<file path="config.mk">
export PLATFORM = sky130hd
export DESIGN_NAME = sleep_mode_controller
export DESIGN_NICKNAME = d
export VERILOG_FILES = /design/src/common/sleep_ctrl_pkg.sv /design/src/hw/sleep_mode_controller.sv
export VERILOG_INCLUDE_DIRS = /design/src /design/src/common
export SDC_FILE = /design/constraint.sdc
export NUM_CORES = 1
export LEC_CHECK = 0
export BUFFER_PORTS_ARGS = -buffer_cell sky130_fd_sc_hd__buf_2
export CAP_MARGIN = 20
export CORE_ASPECT_RATIO = 0.5
export CORE_MARGIN = 8
export CORE_UTILIZATION = 41
export DETAILED_ROUTE_END_ITERATION = 8
export SETUP_SLACK_MARGIN = 0.4
export SYNTH_ARGS = -nofsm -noshare
export SYNTH_HDL_FRONTEND = slang
export SYNTH_SLANG_ARGS = --single-unit
</file>
<file path="constraint.sdc">
create_clock -name core_clk_in -period 8.6 [get_ports core_clk_in]
set_input_delay 0.43 -clock core_clk_in [delete_from_list [all_inputs] [get_ports core_clk_in]]
set_output_delay 0.43 -clock core_clk_in [all_outputs]
set_load 0.05 [all_outputs]
</file>
<file path="src/common/sleep_ctrl_defs.svh">
// Constant definitions for the sleep mode controller.
`ifndef SLEEP_CTRL_DEFS_SVH
`define SLEEP_CTRL_DEFS_SVH
// *************************************************************************
// Mode selector codes
// *************************************************************************
`define SEL_NORMAL 4'h0
`define SEL_PIN 4'h1
`define SEL_CYCLIC 4'h4
`define SEL_CYCLIC_PIN 4'h5
`define SEL_SUPPORT 4'h7
`define SEL_SYNC_CYCLIC 4'h8
// *************************************************************************
// Time base and codes
// *************************************************************************
`define TICK_NS 1_000_000
`define CLK_NS 50
`define TICK_CYCLES (`TICK_NS / `CLK_NS)
`define POLL_TICKS 16'h0001
`define PURGE_STATUS 8'h75
`define AWAKE_PIN_ON 2'h1
`define MISS_STEP 16'h0001
`define MISS_MAX 4'h8
`endif

</file>
<file path="src/common/sleep_ctrl_pkg.sv">
// Types shared by the sleep mode controller.
package sleep_ctrl_pkg;
  typedef enum logic [2:0] {
    PWR_AWAKE, PWR_FINISH, PWR_SLEEP, PWR_LISTEN, PWR_WAKE_EXT
  } pwr_state_t;
  typedef struct packed {
    pwr_state_t pwr;
    logic [1:0] rq_sync;
    logic rq_prev;
    logic [31:0] tick_cnt;
    logic [15:0] timer;
    logic [15:0] op_sleep;
    logic [15:0] op_wake;
    logic [15:0] pend_sleep;
    logic [15:0] pend_wake;
    logic pend_valid;
    logic synced;
    logic [3:0] missed;
    logic relay_heard;
    logic resend_done;
    logic [15:0] retry_cnt;
    logic [15:0] poll_cnt;
    logic first_poll;
    logic [7:0] queued;
    logic [31:0] purge_cnt;
    logic sync_tx;
    logic relay_tx;
    logic poll_tx;
    logic deliver_tx;
    logic purge_tx;
    logic [7:0] status_code;
  } ctrl_state_t;
endpackage : sleep_ctrl_pkg

</file>
<file path="src/hw/sleep_mode_controller.sv">
// Sleep and wake sequencer for a mesh radio node.
`timescale 1ns/1ns
`include "sleep_ctrl_defs.svh"
module sleep_mode_controller #(
  parameter int TICK_CYCLES = `TICK_CYCLES,
  parameter int QUEUE_DEPTH = 4
) (
  input wire logic core_clk_in,
  input wire logic sys_rst_in,
  input wire logic [3:0] sleep_mode_select_in,
  input wire logic [15:0] wake_time_setting_in,
  input wire logic [15:0] sleep_period_setting_in,
  input wire logic apply_changes_in,
  input wire logic flow_control_pin_cfg_in,
  input wire logic [1:0] awake_pin_cfg_in,
  input wire logic sleep_request_pin_in,
  input wire logic link_busy_in,
  input wire logic serial_data_in,
  input wire logic rf_data_in,
  input wire logic serial_queue_full_in,
  input wire logic is_coordinator_in,
  input wire logic is_indirect_coord_in,
  input wire logic is_poller_in,
  input wire logic is_router_in,
  input wire logic sync_rx_in,
  input wire logic [15:0] sync_rx_sleep_in,
  input wire logic [15:0] sync_rx_wake_in,
  input wire logic sync_rx_from_sleeper_in,
  input wire logic sync_request_rx_in,
  input wire logic relay_heard_in,
  input wire logic host_unicast_in,
  input wire logic host_bypass_in,
  input wire logic poll_rx_in,
  input wire logic unicast_to_dest_in,
  output logic awake_out,
  output logic cts_n_out,
  output logic rf_rx_enable_out,
  output logic uart_rx_enable_out,
  output logic data_tx_allow_out,
  output logic bypass_tx_out,
  output logic host_stall_out,
  output logic sync_tx_out,
  output logic sync_relay_out,
  output logic poll_tx_out,
  output logic deliver_tx_out,
  output logic purge_status_out,
  output logic [7:0] status_code_out,
  output logic [15:0] operating_sleep_time_out,
  output logic [15:0] operating_wake_time_out,
  output logic synced_out
);
  import sleep_ctrl_pkg::*;

  ctrl_state_t state_reg;
  ctrl_state_t state_next;

  logic tick;
  logic rq;
  logic data_ev;
  logic sleeping;
  logic cyclic;
  logic sync_mode;
  logic [15:0] eff_wake;
  logic [15:0] shrink;
  logic [31:0] purge_limit;

  // *************************************************************************
  // Helpers
  // *************************************************************************
  // Decrement that stops at zero; used by the timer, retry and poll down-counters.
  function automatic logic [15:0] dec_sat(input logic [15:0] v);
    dec_sat = (v == 16'h0000) ? 16'h0000 : v - 16'h0001;
  endfunction : dec_sat

  assign tick = (state_reg.tick_cnt == 32'(TICK_CYCLES - 1));
  assign rq = state_reg.rq_sync[1];
  assign data_ev = serial_data_in | rf_data_in;
  assign sleeping = (state_reg.pwr == PWR_SLEEP);
  assign cyclic = (sleep_mode_select_in == `SEL_CYCLIC) ||
                  (sleep_mode_select_in == `SEL_CYCLIC_PIN);
  assign sync_mode = (sleep_mode_select_in == `SEL_SUPPORT) ||
                     (sleep_mode_select_in == `SEL_SYNC_CYCLIC) ||
                     (sleep_mode_select_in == `SEL_NORMAL);
  // Each missed sync, up to eight, trims the usable wake window to keep margin.
  assign shrink = 16'({12'h000, state_reg.missed}) * `MISS_STEP;
  assign eff_wake = (state_reg.op_wake > shrink) ?
                    state_reg.op_wake - shrink : 16'h0001;
  // Purge age is 2.5 sleep periods: 5/2 of the period in ticks.
  assign purge_limit = ({16'h0000, state_reg.op_sleep} * 32'd5) >> 1;

  // *************************************************************************
  // Next state
  // *************************************************************************
  always_comb begin
    state_next = state_reg;
    state_next.sync_tx = 1'b0;
    state_next.relay_tx = 1'b0;
    state_next.poll_tx = 1'b0;
    state_next.deliver_tx = 1'b0;
    state_next.purge_tx = 1'b0;
    state_next.rq_sync = {state_reg.rq_sync[0], sleep_request_pin_in};
    state_next.rq_prev = rq;
    state_next.tick_cnt = tick ? 32'h0000_0000 : state_reg.tick_cnt + 1;
    if (tick) begin
      state_next.timer = dec_sat(state_reg.timer);
    end
    if (apply_changes_in) begin
      state_next.pend_sleep = sleep_period_setting_in;
      state_next.pend_wake = wake_time_setting_in;
      state_next.pend_valid = 1'b1;
      if (!state_reg.synced) begin
        state_next.op_sleep = sleep_period_setting_in;
        state_next.op_wake = wake_time_setting_in;
      end
    end
    // A sleeping radio hears nothing, so syncs are taken only while awake.
    if (sync_rx_in && sync_mode && !sleeping) begin
      state_next.synced = 1'b1;
      state_next.missed = 4'h0;
      state_next.op_sleep = sync_rx_sleep_in;
      state_next.op_wake = sync_rx_wake_in;
      state_next.relay_tx = is_router_in &&
        (sleep_mode_select_in != `SEL_NORMAL || sync_rx_from_sleeper_in ||
         state_reg.synced);
      if (state_reg.pwr == PWR_LISTEN) begin
        state_next.pwr = PWR_AWAKE;
        state_next.timer = sync_rx_wake_in;
      end
    end
    if (sync_request_rx_in && state_reg.synced &&
        sleep_mode_select_in != `SEL_NORMAL) begin
      state_next.sync_tx = 1'b1;
    end
    if (relay_heard_in) begin
      state_next.relay_heard = 1'b1;
    end

    case (state_reg.pwr)
      PWR_AWAKE: begin
        case (sleep_mode_select_in)
          `SEL_NORMAL, `SEL_SUPPORT: begin
            state_next.pwr = PWR_AWAKE;
          end
          `SEL_PIN: begin
            if (rq) begin
              state_next.pwr = PWR_FINISH;
            end
          end
          `SEL_CYCLIC, `SEL_CYCLIC_PIN: begin
            if (data_ev) begin
              state_next.timer = state_reg.op_wake;
            end else if (state_reg.timer == 16'h0000) begin
              state_next.pwr = PWR_SLEEP;
              state_next.timer = state_reg.op_sleep;
            end
          end
          `SEL_SYNC_CYCLIC: begin
            if (!state_reg.synced) begin
              state_next.pwr = PWR_LISTEN;
              state_next.timer = state_reg.op_wake;
            end else if (tick && state_reg.timer == 16'h0000) begin
              state_next.pwr = PWR_SLEEP;
              state_next.timer = state_reg.op_sleep;
            end
          end
          default: begin
            state_next.pwr = PWR_AWAKE;
          end
        endcase
      end
      PWR_FINISH: begin
        if (!rq) begin
          state_next.pwr = PWR_AWAKE;
        end else if (!link_busy_in) begin
          state_next.pwr = PWR_SLEEP;
        end
      end
      PWR_LISTEN: begin
        if (tick && state_reg.timer == 16'h0000) begin
          state_next.pwr = PWR_SLEEP;
          state_next.timer = state_reg.op_sleep;
        end
      end
      PWR_SLEEP: begin
        if (sleep_mode_select_in == `SEL_PIN) begin
          if (!rq) begin
            state_next.pwr = PWR_WAKE_EXT;
          end
        end else if (sleep_mode_select_in == `SEL_CYCLIC_PIN &&
                     state_reg.rq_prev && !rq) begin
          state_next.pwr = PWR_WAKE_EXT;
        end else if (sleep_mode_select_in == `SEL_NORMAL ||
                     sleep_mode_select_in == `SEL_SUPPORT) begin
          state_next.pwr = PWR_AWAKE;
        end else if (state_reg.timer == 16'h0000) begin
          state_next.pwr = PWR_WAKE_EXT;
        end
      end
      PWR_WAKE_EXT: begin
        // Wake start: apply pending settings and arm the wake window.
        state_next.pwr = PWR_AWAKE;
        if (state_reg.pend_valid) begin
          state_next.op_sleep = state_reg.pend_sleep;
          state_next.op_wake = state_reg.pend_wake;
          state_next.pend_valid = 1'b0;
        end
        state_next.timer = cyclic ? `POLL_TICKS : eff_wake;
        state_next.first_poll = is_poller_in;
        if (sleep_mode_select_in == `SEL_SYNC_CYCLIC && state_reg.synced &&
            !is_coordinator_in) begin
          state_next.missed = (state_reg.missed == `MISS_MAX) ?
                              `MISS_MAX : state_reg.missed + 4'h1;
        end
        if (is_coordinator_in && sync_mode) begin
          state_next.sync_tx = 1'b1;
          // A relay heard in this very cycle must not be lost to the clear.
          state_next.relay_heard = relay_heard_in;
          state_next.resend_done = 1'b0;
          state_next.retry_cnt = `POLL_TICKS;
        end
      end
      default: begin
        state_next.pwr = PWR_AWAKE;
      end
    endcase

    // Coordinator resend when no neighbour relay was heard.
    if (is_coordinator_in && !state_reg.resend_done && tick) begin
      state_next.retry_cnt = dec_sat(state_reg.retry_cnt);
      if (state_reg.retry_cnt == 16'h0000) begin
        state_next.resend_done = 1'b1;
        state_next.sync_tx = !state_reg.relay_heard;
      end
    end

    // Polling: first poll soon after wake, then periodic.
    if (is_poller_in && !sleeping) begin
      if (unicast_to_dest_in) begin
        state_next.poll_cnt = state_reg.op_sleep;
        state_next.first_poll = 1'b0;
      end else if (state_reg.first_poll) begin
        state_next.poll_tx = 1'b1;
        state_next.first_poll = 1'b0;
        state_next.poll_cnt = state_reg.op_sleep;
      end else if (tick) begin
        state_next.poll_cnt = dec_sat(state_reg.poll_cnt);
        if (state_reg.poll_cnt == 16'h0000) begin
          state_next.poll_tx = 1'b1;
          state_next.poll_cnt = state_reg.op_sleep;
        end
      end
    end

    // Indirect queue: a poll frees one slot, a purge frees one slot.
    if (is_indirect_coord_in) begin
      if (poll_rx_in && state_reg.queued != 8'h00) begin
        state_next.deliver_tx = 1'b1;
        state_next.queued = state_reg.queued - 8'h01;
        state_next.purge_cnt = 32'h0000_0000;
      end else if (state_reg.queued != 8'h00 && tick) begin
        state_next.purge_cnt = state_reg.purge_cnt + 1;
        if (state_reg.purge_cnt >= purge_limit) begin
          state_next.purge_tx = 1'b1;
          state_next.status_code = `PURGE_STATUS;
          state_next.queued = state_reg.queued - 8'h01;
          state_next.purge_cnt = 32'h0000_0000;
        end
      end
      if (host_unicast_in && state_reg.queued != 8'(QUEUE_DEPTH) &&
          !host_bypass_in) begin
        state_next.queued = state_next.queued + 8'h01;
      end
    end
    if (state_reg.queued == 8'h00) begin
      state_next.purge_cnt = 32'h0000_0000;
    end
  end

  // *************************************************************************
  // State register
  // *************************************************************************
  always_ff @(posedge core_clk_in) begin
    if (sys_rst_in) begin
      state_reg <= '0;
      // No sync has gone out yet, so there is nothing to resend.
      state_reg.resend_done <= 1'b1;
    end else begin
      state_reg <= state_next;
    end
  end

  // *************************************************************************
  // Outputs
  // *************************************************************************
  always_comb begin
    awake_out = !sleeping;
    if (sleep_mode_select_in == `SEL_SYNC_CYCLIC &&
        awake_pin_cfg_in != `AWAKE_PIN_ON) begin
      awake_out = 1'b0;
    end
    if (cyclic) begin
      awake_out = !sleeping;
    end
  end
  // The block cannot see the serial FIFO, so the host side reports fullness.
  assign host_stall_out = is_indirect_coord_in &&
    (state_reg.queued == 8'(QUEUE_DEPTH)) && host_unicast_in;
  assign cts_n_out = flow_control_pin_cfg_in &&
    (sleeping || serial_queue_full_in);
  assign rf_rx_enable_out = !sleeping;
  assign uart_rx_enable_out = !sleeping;
  assign data_tx_allow_out = !sleeping &&
    ((sleep_mode_select_in == `SEL_NORMAL) ||
     (sleep_mode_select_in == `SEL_SUPPORT ? state_reg.timer != 16'h0000
                                            : 1'b1));
  assign bypass_tx_out = host_bypass_in && !sleeping;
  assign sync_tx_out = state_reg.sync_tx &&
                       sleep_mode_select_in != `SEL_NORMAL;
  assign sync_relay_out = state_reg.relay_tx;
  assign poll_tx_out = state_reg.poll_tx;
  assign deliver_tx_out = state_reg.deliver_tx;
  assign purge_status_out = state_reg.purge_tx;
  assign status_code_out = state_reg.status_code;
  assign operating_sleep_time_out = state_reg.op_sleep;
  assign operating_wake_time_out = state_reg.op_wake;
  assign synced_out = state_reg.synced;
endmodule : sleep_mode_controller

</file>
==> results of run 1 <==
worst max-delay path, cell delays in order (launching register included):
cell,delay (ps)
sky130_fd_sc_hd__dfxtp_1,550
sky130_fd_sc_hd__ha_1,220
sky130_fd_sc_hd__ha_1,160
sky130_fd_sc_hd__inv_1,50
sky130_fd_sc_hd__fa_1,400
sky130_fd_sc_hd__nor2b_1,120
sky130_fd_sc_hd__o21ai_0,100
sky130_fd_sc_hd__a21boi_0,190
sky130_fd_sc_hd__o21ai_0,120
sky130_fd_sc_hd__a21boi_0,320
sky130_fd_sc_hd__o21ai_0,120
sky130_fd_sc_hd__nand2_1,110
sky130_fd_sc_hd__o21ai_0,130
sky130_fd_sc_hd__xor2_1,170
sky130_fd_sc_hd__ha_1,300
sky130_fd_sc_hd__a21o_1,180
sky130_fd_sc_hd__a211oi_1,300
sky130_fd_sc_hd__nand2b_1,100
sky130_fd_sc_hd__a2111o_1,400
sky130_fd_sc_hd__nand3_1,390
sky130_fd_sc_hd__o21ai_0,190
sky130_fd_sc_hd__ha_1,240
sky130_fd_sc_hd__and2_1,180
sky130_fd_sc_hd__o21ai_1,120
sky130_fd_sc_hd__mux2i_1,220
sky130_fd_sc_hd__mux2_1,330
worst max-delay path by stage:
stage                                 from             to  slack [ps]
3_5_place_dp   operating_sleep_time_out[0]  state_reg[51]        2880
5_1_grt        operating_sleep_time_out[3]  state_reg[51]        2170
3_3_place_gp   operating_sleep_time_out[3]  state_reg[51]        2920
6_report       operating_sleep_time_out[0]  state_reg[51]        2780
2_1_floorplan  operating_sleep_time_out[1]  state_reg[51]        3470
4_1_cts        operating_sleep_time_out[1]  state_reg[51]        2840
stage by stage:
stage	hold slack [ps]	util [%]
2_1_floorplan	414	-
3_3_place_gp	422	43.7
3_5_place_dp	425	43.7
4_1_cts	106	45.8
5_1_grt	121	45.9
6_report	118	45.9
cell type report:
| cell class | instances | area share, % |
|---|---|---|
| Clock buffer | 30 | 4.14 |
| Clock inverter | 5 | 0.346 |
| Inverter | 41 | 1.06 |
| Multi-Input combinational cell | 1291 | 56.5 |
| Sequential cell | 205 | 28.4 |
| Tap cell | 432 | 3.74 |
| Timing Repair Buffer | 158 | 5.85 |
cell families after synthesis:
| group | after synthesis |
|---|---|
| compound gates | 433 |
| xor+xnor | 65 |
| simple gates | 656 |
| flops | 205 |
| fa+ha+maj | 62 |
| mux | 72 |
| other cells | 1 |
| buf+inv | 176 |
power groups by stage:
stage          sequential (uW)  combinational, uW  clock (uW)
5_1_grt                   1060                617         977
3_5_place_dp              1070                553           0
4_1_cts                   1050                557         937
6_report                  1050                561         917
3_3_place_gp              1070                555           0
2_1_floorplan             1040                432           0
cell usage in the layout (no fill, tap or decap), types with 22 or more instances in the layout:
| master | instances |
|---|---|
| sky130_fd_sc_hd__nand2_1 | 105 |
| sky130_fd_sc_hd__xnor2_1 | 28 |
| sky130_fd_sc_hd__nor2_1 | 248 |
| sky130_fd_sc_hd__ha_1 | 60 |
| sky130_fd_sc_hd__and3_1 | 30 |
| sky130_fd_sc_hd__buf_2 | 139 |
| sky130_fd_sc_hd__o21ai_0 | 85 |
| sky130_fd_sc_hd__nand3_1 | 47 |
| sky130_fd_sc_hd__xor2_1 | 37 |
| sky130_fd_sc_hd__or3_1 | 22 |
| sky130_fd_sc_hd__mux2i_1 | 66 |
| sky130_fd_sc_hd__nor4_1 | 22 |
| sky130_fd_sc_hd__inv_1 | 41 |
| sky130_fd_sc_hd__nor3_1 | 48 |
| sky130_fd_sc_hd__a211oi_1 | 40 |
| sky130_fd_sc_hd__dfxtp_1 | 205 |
| sky130_fd_sc_hd__a21oi_1 | 145 |
metal layers:
layer	global-route usage, %	part of all wire [%]
met5	0	0
met4	6.52	3.4
met3	3.14	6.0
met2	33.1	45
met1	27.9	45
==> results.txt, run 1 <==
The number of storage elements in the synthesis netlist is 205. After clock tree synthesis, the clock-pin slew on the worst setup and hold paths is 70 ps. Total count of hold-check failures in the final report: 0.

The logs give 6220 ps for the arrival time reported for the critical path endpoint and 0 for the count of max-cap constraint violations. The synthesized design spends more area on one cell type than any other, namely sky130_fd_sc_hd__dfxtp_1. The run gives 40,500 um as the detailed-route wire length.

The logs give 0 for the antenna diode count and 2880 ps for the pre-CTS setup slack. The detailed-route DRC error count was 0; the sum of internal, switching and leakage power was 2530 uW. The top achievable clock speed was 0.172 GHz.

Measured against its own limit, the worst slew margin works out to 20.4%. Kind of end point of the critical path: a register. For the net switching power figure, the log shows 832 uW. The highest fanout seen on the critical path works out to 12.

The HPWL after detailed placement is 29,000 um. Register-to-register setup slack: 2780 ps. The internal cell power is 1700 uW. The logs give 31.4% for the sequential area share after synthesis and 0.159 mV for the worst vdd rail ir drop.

Counting the buffers created by CTS gives 21. The data required time at the worst endpoint is 9000 ps, and the number of top-level design ports is 144. In this run, the clock network consumes 36.3% of the power.

In the synthesized netlist, the cells that appear most often are 248 x sky130_fd_sc_hd__nor2_1, 205 x sky130_fd_sc_hd__dfxtp_1, 145 x sky130_fd_sc_hd__a21oi_1, 106 x sky130_fd_sc_hd__nand2_1, 85 x sky130_fd_sc_hd__o21ai_0. The transition time of the tightest slew-check pin is 1180 ps, and the vias per cell is 5.73. The worst register-to-register path ends at state_reg[51]. The post-route netlist has 12.9% of its cells at a drive strength greater than 1. The number of fill cells came out at 3,218. Summing all multi-input logic gate instances after layout gives 8170 sq um. The area growth from synthesis to final layout was 10.5%.

In this run the biggest area consumer among cell types represents 31.4% of the synthesized area. For this run, the leading register cell type out of synthesis is sky130_fd_sc_hd__dfxtp_1. The run gives 0 as the cts-stage hold buffer count. For this run, the number of standard cells in the final layout without fillers is 2,162. Of the total power, combinational logic draws 22.2%. The synthesized netlist occupies a cell area of 13,100 sq um.

Setup slack closes at 2780 ps. Setup repair after global routing left no endpoint under its margin. The total area inside the core boundary comes to 31,500 sq um. Standby leakage power: 0.00595 uW.

The power per cell area works out to 175 nW/um^2. The worst hold path endpoint was state_reg[87]. The die covers 38,200 sq um. The xor and xnor fraction of the mapped netlist area is 4.35%, and the switching portion of total power is 32.9%. Summing the areas of all and, or, nand and nor instances in the mapped netlist gives 25.5% of the synthesized area. The average wire length per cell after detail routing works out to 18.7 um. The largest family of logic cells by synthesized area was simple AND/OR/NAND/NOR gates. After floorplanning, the core was divided into 46 placement rows.

In the synthesized netlist the async set-or-reset flop fraction comes to 0%. Counting distinct cell types in the post-synthesis netlist gives 94. The number of max-slew violations in the final report is 0, and the path depth of the worst reg2reg path is 25.

The mean cell area of the mapped netlist works out to 7.84 sq um. During synthesis, Yosys emitted a total of 0 warnings. The critical setup path kind was reg2reg. For this run the aggregate overflow at the end of global routing stands at 0.

The number of endpoints failing setup at the final stage was 0; the cell area reported after detailed placement was 13,800 sq um. Detailed routing inserted a total of 12.4k vias. For this design, the sink count on the clock tree is 205. The flow ran to the end, and the final reports show no timing, DRC or antenna violations. By area the synthesized netlist is led by sky130_fd_sc_hd__dfxtp_1 31%, sky130_fd_sc_hd__nor2_1 7.1%, sky130_fd_sc_hd__ha_1 5.7%. Multiplexer cells account for 5.58% of the synthesized area. After technology mapping, the gate count stands at 1,670. The net count of the finished layout is 1,871. Detailed router's first-iteration violation count: 1,168. TritonCTS built the clock tree. The die span in y is 142 um. The share of total power dissipated in sequential elements is 41.5%.

For this run, the detailed router's first-pass iteration total came to 7. After routing the design area is 14,500 sq um. The worst hold path passes through 3 cells. During placement, the flow inserted port buffers numbering 140. Setup total negative slack on the finished layout was measured at 0 ps. Startpoint type of the worst setup path: a register. The most numerous cell in the Yosys netlist is sky130_fd_sc_hd__nor2_1.

Registers take 4100 sq um. In this run the most critical hold path is launched from relay_heard_in. Post-CTS setup repair buffer count: 0.

The run gives 11.4k as the number of global-route vias before repair. The synthesized netlist devotes 20.7% of its cell area to compound gates. Once placement completed, the tool counted placed cells totaling 2,126. The clock latency on the worst-skew pair came out at 530 ps.

In this run the worst hold path is classified as in2reg. The worst register-to-register path begins at operating_sleep_time_out[0]. Of the total synthesized cell area, the portion taken by full adders, half adders and majority gates is 6.04%. The clock passes through at most 3 buffers. For this configuration, the core starts out at a cell density of 41.5%.

Entering global routing, the biggest net connects 74 pins. Of the available clock period, the critical path in the final layout requires 67.7%. The clock root buffer is sky130_fd_sc_hd__clkbuf_16. The initial antenna violation count was 0. The deepest level of the CTS H-tree is 1, and the routability congestion estimate from global placement is 0.935.

Clock skew on the completed layout was measured at 24.5 ps. The detail route stage leaves a number of antenna-violating nets equal to 0. The flip-flop count of the largest register, all copies and words added was 165; the post-layout minimum cycle time was 5820 ps.

The first global-routing pass estimated 64,000 um of wire. In this run the horizontal extent of the chip is 269 um. The run gives 20.5% as the all-layer global routing usage.

The number of gates resized after CTS is 0. Counting flops with a built-in enable in the synthesized netlist gives 0.
Note: power is estimated with default switching activity, not from simulation.
==> inputs of run 2 (changes only) <==
--- a/config.mk
+++ b/config.mk
@@ -6,6 +6,7 @@
 export SDC_FILE = /design/constraint.sdc
 export NUM_CORES = 1
 export LEC_CHECK = 0
+export ABC_AREA = 1
 export BUFFER_PORTS_ARGS = -buffer_cell sky130_fd_sc_hd__buf_2
 export CAP_MARGIN = 20
 export CORE_ASPECT_RATIO = 0.5
==> constraint.sdc (replaced) <==
create_clock -name core_clk_in -period 5.7 [get_ports core_clk_in]
set_input_delay 0.285 -clock core_clk_in [delete_from_list [all_inputs] [get_ports core_clk_in]]
set_output_delay 0.285 -clock core_clk_in [all_outputs]
set_load 0.05 [all_outputs]
==> results.txt, run 2 <==
After synthesis, flip-flops and latches occupy 29.4% of the total area. The worst setup path is of the reg2reg kind. Setup repair after global routing left no endpoint under its margin.

The most common cell type on the critical path was sky130_fd_sc_hd__nand2_1. For the antenna diode count, the log shows 0. The portion of total power attributed to sequential cells is 39.4%. Total vias in the final route: 14.3k.

The worst hold path belongs to the class in2reg. For the total count of hold-check failures in the final report, the log shows 0. Transition time of the tightest slew-check pin: 1100 ps.

Leaving out fill and tap cells, the most frequent cells in the layout are 486 x sky130_fd_sc_hd__nand2_1, 252 x sky130_fd_sc_hd__inv_1, 239 x sky130_fd_sc_hd__nor2_1. The run gives 36.6% as the clock network fraction of design power. The logs give 13.3k for the number of global-route vias before repair and 40,500 sq um for the die outline area.

The maximum root-to-sink buffer count is 3, and the total non-filler cell area in the finished layout is 15,700 sq um. The logs give 3,517 for the number of fill cells and 5110 ps for the arrival time reported for the critical path endpoint. The detail route stage leaves a number of antenna-violating nets equal to 0.

Total clock sinks: 205. The tools report the data required time at the worst endpoint as 6170 ps. The flow ran to the end, and the final reports show no timing, DRC or antenna violations. Counting the buffers created by CTS gives 22. After detailed routing, the total wire length is 43,400 um. The number of buffers and inverters on the critical path is 0. The largest total area in the synthesized netlist belongs to sky130_fd_sc_hd__dfxtp_1. After clock tree synthesis, the clock-pin slew on the worst setup and hold paths is 60 ps. For this design the ratio of total power to cell area is 255 nW/um^2. The total of warnings raised by yosys is 0.

Setup violations remaining at the end of the flow were counted as 0. Once detailed placement completed, the half-perimeter wirelength came to 31,400 um. The number of library cell types mapped by synthesis was 58; the average wire length per cell after detail routing was 16.2 um.

The kind of end point of the critical path is a register. The synthesized design contains 205 register bits. In this run the biggest area consumer among cell types represents 29.4% of the synthesized area. Vias per cell: 5.33.

The post-route netlist has 12.3% of its cells at a drive strength greater than 1. The die span in y came out at 146 um. 144 I/O pins were placed.

Number of enable flip-flop cells after synthesis: 0. Sorting the synthesized cells by area gives the leading types as sky130_fd_sc_hd__dfxtp_1 29%, sky130_fd_sc_hd__nand2_1 13%, sky130_fd_sc_hd__inv_1 6.8%. The clock root buffer is sky130_fd_sc_hd__clkbuf_16.

The mean cell area of the mapped netlist came out at 6.51 sq um. The highest fanout seen on the critical path works out to 12. On the worst path, the slowest cell contributes a delay of 390 ps. Routability congestion estimate from global placement: 0.874.

Kind of cell adding the most delay to the critical path: simple AND/OR/NAND/NOR gates. The number of port buffers was 140. The final layout contains 2,382 nets. STA classifies the critical path startpoint as a register. Clock latency on the worst-skew pair, taken at its later pin, is 530 ps. Dividing the final minimum period by the clock period gives 81.5%. Leaving out fill and tap cells, the most frequent cell in the layout is sky130_fd_sc_hd__nand2_1. Path depth of the worst reg2reg path: 37. The tools report the number of iterations in the first detailed-routing pass as 8. Switching portion of total power: 33.7%. The area growth from synthesis to final layout works out to 12.4%. TritonCTS built the clock tree. The top achievable clock speed is 0.215 GHz, and the area inside the core boundary is 33,300 sq um. The most numerous cell in the Yosys netlist was sky130_fd_sc_hd__nand2_1. The detailed router's first-iteration violation count was 1,168.

The initial antenna violation count was 0; the cell area reported after detailed placement was 14,700 sq um. The logs give 0.00710 uW for the standby leakage power and 0 ps for the final-layout setup total negative slack. The portion of total power attributed to combinational logic came out at 24.1%. The tools report the net switching power figure as 1350 uW.

Standard cell with the maximum stage delay on the critical path: sky130_fd_sc_hd__dfxtp_1. The leading register cell type out of synthesis was sky130_fd_sc_hd__dfxtp_1. Entering global routing, the biggest net connects 76 pins. The count of max-cap constraint violations is 0, and the worst vdd rail ir drop is 0.201 mV.

In this run the horizontal extent of the chip is 277 um. The run gives 1 as the deepest level of the CTS H-tree. The register with the most flip-flops in the layout has 165 of them. The first global-routing pass estimated 70,400 um of wire. The number of max-slew violations in the final report was 0. The tools report the all-layer global routing usage as 20.7%. The post-layout minimum cycle time works out to 4650 ps. The final clock skew was 10.2 ps. The synthesized netlist occupies a cell area of 13,900 sq um.

Of all flip-flops after synthesis, the portion carrying an async set or reset was 0%. The worst hold path stage count works out to 3. After global routing the overflow that remains totals 0.

The logs give 2650 uW for the internal cell power and 2,144 for the number of instances in the synthesized netlist. The commonest cells after synthesis are 488 x sky130_fd_sc_hd__nand2_1, 253 x sky130_fd_sc_hd__inv_1, 241 x sky130_fd_sc_hd__nor2_1, 205 x sky130_fd_sc_hd__dfxtp_1, 161 x sky130_fd_sc_hd__a21oi_1. The number of logic stages on the critical path including buffering is 37, and the floorplan row count is 47.

After detailed routing, the number of remaining DRC violations is 0. The initial utilization of the core area, before any placement, comes to 41.9%. Headroom to the max-slew limit came out at 26.8%.
## run 2: cell types whose count changed after synthesis, sizes merged, moves of 21 or more
| cell | change |
|---|---|
| nand3 | +31 |
| and3 | -27 |
| inv | +225 |
| nand4 | +21 |
| or3 | -22 |
| mux2i | -65 |
| a211oi | -25 |
| o211ai | +38 |
| nand2 | +397 |
| o21ai | +78 |
## run 2: logic make-up after synthesis
family	after synthesis	synth area share (%)
other	1	0.0269
buffers and inverters	391	12.0
XOR/XNOR	43	2.70
AND/OR/NAND/NOR	958	30.1
flip-flops	205	29.4
AO/OA/AOI/OAI	482	19.9
multiplexers	2	0.144
adder cells (fa/ha/maj)	62	5.67
## run 2: final timing paths
| kind | start | to | slack (ps) |
|---|---|---|---|
| min reg2reg | state_next[208] | rq | 410 |
| max reg2reg | operating_sleep_time_out[5] | state_reg[51] | 1050 |
| max | operating_sleep_time_out[5] | state_reg[51] | 1050 |
| min | wake_time_setting_in[9] | state_reg[103] | 10 |
## run 2: worst reg2reg max path: cells and delay by family, from the launching register on
family | cells | cell delay, ps
flops | 1 | 390
simple gates | 26 | 2300
fa+ha+maj | 4 | 1050
xor+xnor | 1 | 140
compound gates | 6 | 710
## run 2: power by group through the flow
stage / clock network [uW] / logic [uW] / registers, uW
6_report: 1460 / 961 / 1570
5_1_grt: 1560 / 1080 / 1580
4_1_cts: 1500 / 953 / 1570
3_5_place_dp: 0 / 937 / 1600
3_3_place_gp: 0 / 935 / 1600
2_1_floorplan: 0 / 732 / 1570
## run 2: per-stage QoR
stage          hold slack (ps)  cells  total power [uW]  setup WS [ps]  utilization (%)
2_1_floorplan              363   2146              2310           1240                -
3_3_place_gp               398   2623              2540            665             44.1
3_5_place_dp               402   2623              2540            572             44.1
4_1_cts                   2.03   2682              4020            551             46.9
5_1_grt                   12.8   2684              4220            480             47.1
6_report                  14.2   2684              4000           1050             47.1
## run 2: layer usage
| metal | GRT usage [%] | vias to the layer above | wire [um] |
|---|---|---|---|
| met2 | 34.5 | 435 | 19800 |
| met4 | 5.35 | 0 | 1110 |
| met5 | 0 | - | 0 |
| met3 | 3.94 | 78 | 3000 |
| met1 | 27.3 | 6579 | 19500 |
| li1 | - | 7225 | - |
## run 2: cell type report
type | count | area (sq um) | share of cell area, %
multi-input combinational | 1550 | 8220 | 52.5
clock buffer | 32 | 659 | 4.21
clock inverter | 6 | 55.1 | 0.351
timing repair buffer | 179 | 1070 | 6.80
tap | 441 | 552 | 3.52
inverter | 271 | 1020 | 6.49
sequential | 205 | 4110 | 26.2
## run 2: what timing repair did
item,4_1_cts,5_1_grt
gates resized for setup,0,11
setup endpoints to repair,0,7
hold endpoints to repair,21,0
hold buffers,21,0
buffers inserted,0,1
